<file path="src/verilog/wcas_pkg.sv">
// shared constants and types of the watch clock, alarm and stopwatch block
package wcas_pkg;

    // ==========================================
    // field widths
    localparam int SEC_W = 6;    // seconds field width
    localparam int MIN_W = 6;    // minutes field width
    localparam int HOUR_W = 5;   // hours field width
    localparam int DAY_W = 15;   // day field width, 32,768 days
    localparam int SW_W = 16;    // stopwatch countdown width
    localparam int PRESC_W = 15; // prescaler counter width

    // ==========================================
    // counter limits
    localparam logic [SEC_W-1:0] SEC_MAX = 6'h3B;        // 59
    localparam logic [MIN_W-1:0] MIN_MAX = 6'h3B;        // 59
    localparam logic [HOUR_W-1:0] HOUR_MAX = 5'h17;      // 23
    localparam logic [DAY_W-1:0] DAY_MAX = 15'h7FFF;     // 32767

    // ==========================================
    // timing: crystal edges per one-second tick
    localparam real XTAL_HZ = 32768.0;                   // crystal rate, hz
    localparam real TICK_HZ = 1.0;                       // tick rate, hz
    localparam int PRESCALE_DIV_DEF = int'(XTAL_HZ / TICK_HZ);

    // ==========================================
    // event flag positions
    localparam int FLG_SEC = 0;   // every second tick
    localparam int FLG_MIN = 1;   // seconds rolled over
    localparam int FLG_HOUR = 2;  // minutes rolled over
    localparam int FLG_DAY = 3;   // hours rolled over
    localparam int FLG_ALM0 = 4;  // time-of-day alarm
    localparam int FLG_ALM1 = 5;  // day and time alarm
    localparam int FLG_SWU = 6;   // stopwatch underflow
    localparam int NFLAG = 7;     // number of event flags

    // ==========================================
    // reset values
    localparam logic [NFLAG-1:0] FLAGS_RST = 7'h00;
    localparam logic [SW_W-1:0] SW_RST = 16'h0000;
    localparam logic [PRESC_W-1:0] PRESC_RST = 15'h0000;

    // time of day plus day count
    typedef struct packed {
        logic [DAY_W-1:0] day;
        logic [HOUR_W-1:0] hour;
        logic [MIN_W-1:0] min;
        logic [SEC_W-1:0] sec;
    } wcas_time_s;

    localparam wcas_time_s TIME_RST = '0;

endpackage

</file>
<file path="src/verilog/wcas_prescaler.sv">
// prescaler that turns crystal edges into a one-second tick
`timescale 1ns/1ps
module wcas_prescaler #(
    parameter int DIV = wcas_pkg::PRESCALE_DIV_DEF
) (
    input wire logic core_clk,
    input wire logic rst_b,
    input wire logic xtal_clk,
    input wire logic restart,
    output logic tick
);
    import wcas_pkg::*;

    // last count before the tick
    localparam logic [PRESC_W-1:0] LAST = PRESC_W'(DIV - 1);

    logic xtal_q; // previous crystal level, for edge detect
    logic [PRESC_W-1:0] cnt; // crystal edges seen this second
    logic next_tick;
    logic [PRESC_W-1:0] next_cnt;
    logic xtal_rise;

    // ==========================================
    // next count
    // the crystal level is synchronous, so it is edge detected directly
    always_comb begin
        xtal_rise = xtal_clk & ~xtal_q;
        next_cnt = cnt;
        next_tick = 1'b0;
        if (restart) begin
            // a new time restarts the second from zero
            next_cnt = PRESC_RST;
        end else if (xtal_rise) begin
            if (cnt == LAST) begin
                next_cnt = PRESC_RST;
                next_tick = 1'b1;
            end else begin
                next_cnt = cnt + 15'h0001;
            end
        end
    end

    // ==========================================
    // registers
    always_ff @(posedge core_clk or negedge rst_b) begin
        if (!rst_b) begin
            xtal_q <= 1'b0;
            cnt <= PRESC_RST;
            tick <= 1'b0;
        end else begin
            xtal_q <= xtal_clk;
            cnt <= next_cnt;
            tick <= next_tick;
        end
    end

endmodule // wcas_prescaler

</file>
<file path="src/verilog/wcas_rtc.sv">
// watch clock with two alarms, stopwatch countdown and wakeup events
// What this block does
// - prescaler divides crystal down to one hertz tick
// - cascade seconds, minutes, hours and 32768 days
// - enabled alarm match raises an event flag
// - alarm zero time only, alarm one day too
// - stopwatch loads value, decrements every second
// - stopwatch underflow raises event while enabled
// - selectable per second, minute, hour, day events
// - any enabled event wakes processor from sleep
// - events also wake deep sleep, exit hibernate
`timescale 1ns/1ps
module wcas_rtc #(
    parameter int PRESCALE_DIV = wcas_pkg::PRESCALE_DIV_DEF
) (
    input wire logic core_clk,
    input wire logic rst_b,
    input wire logic xtal_clk,
    input wire logic set_time_load,
    input wire wcas_pkg::wcas_time_s set_time_value,
    input wire wcas_pkg::wcas_time_s alarm0_value,
    input wire wcas_pkg::wcas_time_s alarm1_value,
    input wire logic [wcas_pkg::NFLAG-1:0] flag_en,
    input wire logic [wcas_pkg::NFLAG-1:0] wake_en,
    input wire logic [wcas_pkg::NFLAG-1:0] flag_clear,
    input wire logic sw_load,
    input wire logic [wcas_pkg::SW_W-1:0] sw_value,
    input wire logic sw_enable,
    output wcas_pkg::wcas_time_s cur_time,
    output logic [wcas_pkg::SW_W-1:0] sw_count,
    output logic [wcas_pkg::NFLAG-1:0] flags,
    output logic irq,
    output logic wake_sleep,
    output logic wake_deep_sleep,
    output logic wake_hibernate
);
    import wcas_pkg::*;

    // ==========================================
    // timing overview
    // cycle t: the prescaler tick is high for one cycle
    // edge ending t: time, stopwatch, periodic flags and irq update
    // cycle t+1: tick_d is high and the alarms compare the new time
    // edge ending t+1: alarm flags and their irq and wake update
    // the extra cycle costs one core clock of alarm latency, which is
    // nothing against a one-second tick, and keeps the alarm compare
    // off the carry chain of the cascaded counters
    // a time load in cycle t swallows that tick for the time group, so
    // no per-second flag and no alarm of the old second leaks into the
    // freshly loaded time

    // ==========================================
    // declarations
    logic tick;               // one-cycle pulse per second
    logic tick_d;             // tick delayed until counters have settled
    logic next_tick_d;        // tick that survived a time load
    wcas_time_s next_time;    // time after this cycle
    logic sec_roll;           // seconds wrapped 59 to 0
    logic min_roll;           // minutes wrapped 59 to 0
    logic hour_roll;          // hours wrapped 23 to 0
    logic sw_armed;           // countdown still to underflow
    logic [SW_W-1:0] next_sw_count; // countdown after this cycle
    logic next_sw_armed;            // arming after this cycle
    logic sw_under;           // underflow seen this cycle
    logic [NFLAG-1:0] events; // raw events before gating
    logic [NFLAG-1:0] next_flags; // sticky flags after this cycle
    logic next_irq;               // or of the next flags
    logic next_wake;              // or of the next wake-enabled flags
    logic wake;               // shared wake request, from a flop

    // ==========================================
    // one-second tick source
    // the prescaler restarts on a time load, so the first second after
    // a load is a full second long
    wcas_prescaler #(
        .DIV(PRESCALE_DIV)
    ) u_prescaler (
        .core_clk(core_clk),
        .rst_b(rst_b),
        .xtal_clk(xtal_clk),
        .restart(set_time_load),
        .tick(tick)
    );

    // ==========================================
    // time counters
    // software load wins over a tick in the same cycle; loaded values
    // are taken as legal, an out-of-range field only wraps at its maximum
    // each field only moves when every field below it wraps in the
    // same tick, so the cascade needs one small adder per field
    always_comb begin
        next_time = cur_time;
        // a tick under a load is dropped so the alarms skip that second
        next_tick_d = tick & ~set_time_load;
        sec_roll = 1'b0;
        min_roll = 1'b0;
        hour_roll = 1'b0;
        if (set_time_load) begin
            // direct load of the whole time
            next_time = set_time_value;
        end else if (tick) begin
            if (cur_time.sec == SEC_MAX) begin
                next_time.sec = '0;
                sec_roll = 1'b1;
            end else begin
                next_time.sec = cur_time.sec + 6'h01;
            end
            if (sec_roll) begin
                if (cur_time.min == MIN_MAX) begin
                    next_time.min = '0;
                    min_roll = 1'b1;
                end else begin
                    next_time.min = cur_time.min + 6'h01;
                end
            end
            if (min_roll) begin
                if (cur_time.hour == HOUR_MAX) begin
                    next_time.hour = '0;
                    hour_roll = 1'b1;
                end else begin
                    next_time.hour = cur_time.hour + 5'h01;
                end
            end
            if (hour_roll) begin
                if (cur_time.day == DAY_MAX) begin
                    next_time.day = '0;
                end else begin
                    next_time.day = cur_time.day + 15'h0001;
                end
            end
        end
    end

    // ==========================================
    // stopwatch countdown
    // the underflow fires once per load; after it the count rests at
    // zero so a forgotten stopwatch does not flood the flag
    // a stopped stopwatch keeps its count and its arming; enabling it
    // again resumes the countdown where it was
    always_comb begin
        next_sw_count = sw_count;
        next_sw_armed = sw_armed;
        sw_under = 1'b0;
        if (sw_load) begin
            // reload and rearm
            next_sw_count = sw_value;
            next_sw_armed = 1'b1;
        end else if (tick && sw_enable && sw_armed) begin
            if (sw_count == SW_RST) begin
                // counting below zero is the underflow
                sw_under = 1'b1;
                next_sw_armed = 1'b0;
            end else begin
                next_sw_count = sw_count - 16'h0001;
            end
        end
    end

    // ==========================================
    // event sources
    // alarms look at tick_d, one cycle after the tick, so they compare
    // against the already updated counters
    // the rollover events come straight from the counter carries, so a
    // loaded time never raises them
    always_comb begin
        events = '0;
        // the per-second event follows the time, so a loaded tick drops it
        events[FLG_SEC] = tick & ~set_time_load;
        events[FLG_MIN] = sec_roll;
        events[FLG_HOUR] = min_roll;
        events[FLG_DAY] = hour_roll;
        // time of day only, matches every day
        events[FLG_ALM0] = tick_d && (cur_time.hour == alarm0_value.hour)
                           && (cur_time.min == alarm0_value.min)
                           && (cur_time.sec == alarm0_value.sec);
        // day and time of that day
        events[FLG_ALM1] = tick_d && (cur_time == alarm1_value);
        events[FLG_SWU] = sw_under;
    end

    // ==========================================
    // sticky flags and wake requests
    // a new event in the clear cycle keeps its flag set
    // irq and wake are registered from the next flags, so they change on
    // the same edge as the flags themselves and never glitch
    always_comb begin
        next_flags = (flags & ~flag_clear) | (events & flag_en);
        next_irq = |next_flags;
        next_wake = |(next_flags & wake_en);
    end

    // ==========================================
    // registers
    // one register process for the block outside the prescaler; every next value comes
    // from the processes above
    always_ff @(posedge core_clk or negedge rst_b) begin
        if (!rst_b) begin
            cur_time <= TIME_RST;
            tick_d <= 1'b0;
            sw_count <= SW_RST;
            sw_armed <= 1'b0;
            flags <= FLAGS_RST;
            irq <= 1'b0;
            wake <= 1'b0;
        end else begin
            cur_time <= next_time;
            tick_d <= next_tick_d;
            sw_count <= next_sw_count;
            sw_armed <= next_sw_armed;
            flags <= next_flags;
            irq <= next_irq;
            wake <= next_wake;
        end
    end

    // ==========================================
    // wake outputs
    // one request serves all three low-power exits; the power manager
    // picks the one that matches the state it is in
    // the request is a level; it stays high until software clears every
    // flag that has its wake enable set
    assign wake_sleep = wake;
    assign wake_deep_sleep = wake;
    assign wake_hibernate = wake;

endmodule // wcas_rtc
</file>
<file path="config.mk">
export PLATFORM = sky130hd
export DESIGN_NAME = wcas_rtc
export DESIGN_NICKNAME = d
export VERILOG_FILES = /design/src/verilog/wcas_pkg.sv /design/src/verilog/wcas_prescaler.sv /design/src/verilog/wcas_rtc.sv
export SDC_FILE = /design/constraint.sdc
export NUM_CORES = 1
export LEC_CHECK = 0
export BUFFER_PORTS_ARGS = -buffer_cell sky130_fd_sc_hd__buf_2
export CAP_MARGIN = 20
export CORE_MARGIN = 2
export CORE_UTILIZATION = 40
export CTS_CLUSTER_DIAMETER = 80
export DETAILED_ROUTE_END_ITERATION = 8
export HOLD_SLACK_MARGIN = 0.08
export PLACE_DENSITY = 0.68
export SLEW_MARGIN = 20
export SYNTH_ARGS = -nofsm -noshare
export SYNTH_HDL_FRONTEND = slang
export SYNTH_HIERARCHICAL = 1
export SYNTH_SLANG_ARGS = --single-unit
</file>
<file path="constraint.sdc">
create_clock -name core_clk -period 6.3 [get_ports core_clk]
set_input_delay 1.26 -clock core_clk [delete_from_list [all_inputs] [get_ports core_clk]]
set_output_delay 1.26 -clock core_clk [all_outputs]
set_load 0.05 [all_outputs]
</file>
==> PnR_summary.wiki <==
{| class="wikitable"
! Metric !! Value
|-
| Initial standard-cell utilization of the core || 0.4076
|-
| Worst r2r dst || cur_time[31]
|-
| RSZ-0062 raised after global routing || no
|-
| Number of cells upsized or downsized after cts || 0
|-
| Total number of nets in the final design || 892
|-
| Synthesis warning total || 6
|-
| Sum of net half-perimeters after detailed placement || 11.99 mm
|-
| Wire length of the first global-routing pass || 23.69 mm
|-
| Horizontal die dimension || 117.2 µm
|-
| WP data arrival || 3.22 ns
|-
| Count of different cell masters after synthesis || 76
|-
| Antenna Nets Post-Route || 0
|-
| Buffer type at the clock tree root || clkbuf_16
|-
| Overall routed net length || 15.76 mm
|-
| Most common cell in the netlist || dfrtp_1
|-
| Most used standard cells in the synthesized netlist || dfrtp_1, o21ai_0, nand2_1
|-
| Measured slew at the worst slew-check pin || 0.9826 ns
|-
| Htree depth || 3
|-
| Worst IR drop on VDD || 0.1105 mV
|-
| Worst r2r path cells || 6
|-
| Latest clock arrival within the worst-skew pair || 0.34 ns
|-
| Number of hold buffers added after CTS || 0
|-
| Clock tree skew after final layout || 0.005296 ns
|-
| Chip height || 117.2 µm
|-
| Crit end category || flip-flop
|-
| Routed len/inst || 17.08 µm
|-
| Post-Syn Nets || 732
|-
| Final Hold Vio Count || 0
|-
| Growth of design area from synthesis to finish || 25.11%
|-
| Area share of the largest cell type after synthesis || 0.3713
|-
| Total setup buffers inserted after CTS || 0
|-
| Area of the mapped netlist || 5122 µm²
|-
| Req. time, crit path || 6.55 ns
|-
| Ratio of cells with drive above 1 in the final layout || 0.2943
|-
| Number of endpoints failing setup at the final stage || 0
|-
| Number of global-route vias before repair || 4814
|-
| Critical Path Source Type || input pin
|-
| Num Clock Sinks || 76
|-
| Antenna violations before repair || 0
|-
| Maximum number of pins on one net before global-route repair || 77
|-
| GR Overflow Total || 0
|-
| Starting DRC count in detailed routing || 290
|-
| Classification of the worst setup path || in2reg
|-
| Hold path start || u_prescaler/cnt[0]
|-
| Number of synthesized flops with an enable pin || 0
|-
| TritonCTS clock tree || yes
|-
| Number of buffers created by CTS || 9
|-
| Worst-path clk slew || 0.06 ns
|-
| PD cells || 237.7 nW/µm²
|-
| Part of the cycle the worst path needs || 0.4726
|-
| Critical path startpoint || sw_load
|-
| Diode insertion count for antenna repair || 0
|-
| Remaining DRCs || 0
|-
| FMAX || 335.9 MHz
|-
| Ports || 198
|-
| Synth Area per Inst || 8.741 µm²
|-
| End point of the critical path || sw_count[11]
|-
| Routability congestion estimate from global placement || 0.8646
|-
| Top_reg_cell synth || dfrtp_1
|-
| Post-DR vias/cell || 5.538
|-
| Status || finished, final reports clean
|-
| Setup TNS || 0 ns
|-
| Top cells by area, synth || dfrtp_1, xnor2_1, o21ai_0, nand2_1, nor2_1
|-
| Critical R2R Launch || cur_time[0]
|-
| Power after layout || 0.001524 W
|-
| Cell leakage power || 2.824 nW
|-
| Sequential area share after synthesis || 0.3713
|-
| Hold WC Path Type || reg2reg
|-
| Critical Path Fanout Max || 48
|-
| Longest Clk Path Bufs || 2
|-
| Via count || 5112
|-
| Worst relative slew slack || 0.3449
|-
| Synthesized instance count || 586
|-
| Async set-or-reset flop fraction in the synthesized netlist || 1.000
|-
| Count of max-cap constraint violations || 0
|-
| Cell type with the highest aggregate area in the netlist || dfrtp_1
|-
| Input/output buffers || 182
|-
| Setup slack on the worst flop-to-flop path || 3.77 ns
|-
| Standard-cell rows || 41
|-
| Final critical-path required period || 2.977 ns
|-
| Core Region || 12570 µm²
|-
| Die footprint || 13730 µm²
|-
| Number of synthesized register bits || 76
|-
| Overall global routing resource usage || 0.2255
|-
| Number of optimization iterations in the first detailed-route pass || 5
|-
| Fin. max-slew vios || 0
|}
==> critical path, stage by stage <==
cell	delay (ns)
buf_2	0.34
nor2_1	0.24
nand4_1	0.23
o22ai_2	0.79
o21ai_0	0.22
o21ai_0	0.13
==> metrics by stage <==
| stage | area (µm²) | utilization | setup WS (ns) | hold WS [ns] | std cells |
|---|---|---|---|---|---|
| after CTS | 6381 | 0.5077 | 3.339 | 0.5228 | 922 |
| after global routing | 6409 | 0.5099 | 3.005 | 0.5629 | 923 |
| final | 6409 | 0.5099 | 3.323 | 0.5228 | 923 |
| after global placement | 6063 | 0.4824 | 3.155 | 0.4982 | 906 |
| after floorplan | 5122 | - | 3.857 | 0.4751 | 586 |
| after detailed placement | 6063 | 0.4824 | 2.982 | 0.5110 | 906 |
==> cells in the final DEF, fill, tap and decap left out, types with 3 or more instances in the layout <==
cell type / instances
a211oi_1: 5
a21o_1: 3
a21oi_1: 23
a22oi_1: 6
a31oi_1: 8
a32oi_1: 3
and3_1: 9
and4_1: 3
buf_2: 181
clkbuf_16: 9
dfrtp_1: 76
ha_1: 7
inv_1: 17
mux2i_1: 6
nand2_1: 49
nand2b_1: 3
nand3_1: 19
nand4_1: 20
nor2_1: 41
nor2b_1: 13
nor3_1: 19
nor3b_1: 6
nor4_1: 19
nor4_2: 3
o211ai_1: 5
o21a_1: 3
o21ai_0: 54
o21ai_1: 5
o22a_1: 3
o2bb2ai_1: 5
o31ai_1: 3
or3_1: 3
or4_1: 3
xnor2_1: 46
xor2_1: 16
==> power breakdown <==
part	internal [W]	switching [W]	leakage (nW)
combinational	0.000127	0.000249	1.72
sequential	0.000523	0.0000725	0.956
clock	0.000347	0.000206	0.149
==> how the worst min path moves through the flow <==
stage	end	depth (start not counted)	slack, ns
2_1_floorplan	sw_armed	2	0.48
5_1_grt	u_prescaler/cnt[0]	1	0.56
3_3_place_gp	sw_armed	2	0.50
6_report	u_prescaler/cnt[0]	1	0.52
3_5_place_dp	u_prescaler/cnt[0]	1	0.51
4_1_cts	u_prescaler/cnt[0]	1	0.52
==> per-layer routing <==
| layer | track usage | part of all wire | vias up |
|---|---|---|---|
| met5 | 0 | 0 | - |
| met1 | 0.2697 | 0.42 | 2437 |
| li1 | - | - | 2480 |
| met3 | 0.04222 | 0.055 | 23 |
| met4 | 0.08157 | 0.022 | 0 |
| met2 | 0.4034 | 0.51 | 172 |
==> cells by family (layout without fill, tap and decap cells) <==
| group | Yosys count | count (layout) | share of synthesized area |
|---|---|---|---|
| flops | 76 | 76 | 0.3713 |
| simple gates | 233 | 233 | 0.2538 |
| compound gates | 148 | 148 | 0.1866 |
| buf+inv | 53 | 218 | 0.05129 |
| xor+xnor | 62 | 62 | 0.1060 |
| fa+ha+maj | 7 | 7 | 0.01710 |
| mux | 7 | 7 | 0.01392 |
==> cell type report <==
type                            count  area [µm²]
Sequential cell                    76        1902
Timing Repair Buffer              184       948.4
Multi-Input combinational cell    457        2958
Clock inverter                      6       88.84
Fill cell                        1217        6160
Tap cell                          172       215.2
Inverter                           18       67.56
Clock buffer                       10       229.0
==> registers in the layout (all words and copies together) (netlist names) <==
register and count:
sw_count 16, flags 7, u_prescaler/tick 1, u_prescaler/xtal_q 1, u_prescaler/cnt 15, wake_deep_sleep 1
cur_time 32, irq 1, sw_armed 1, tick_d 1
Power figures use the tool's default switching activity.
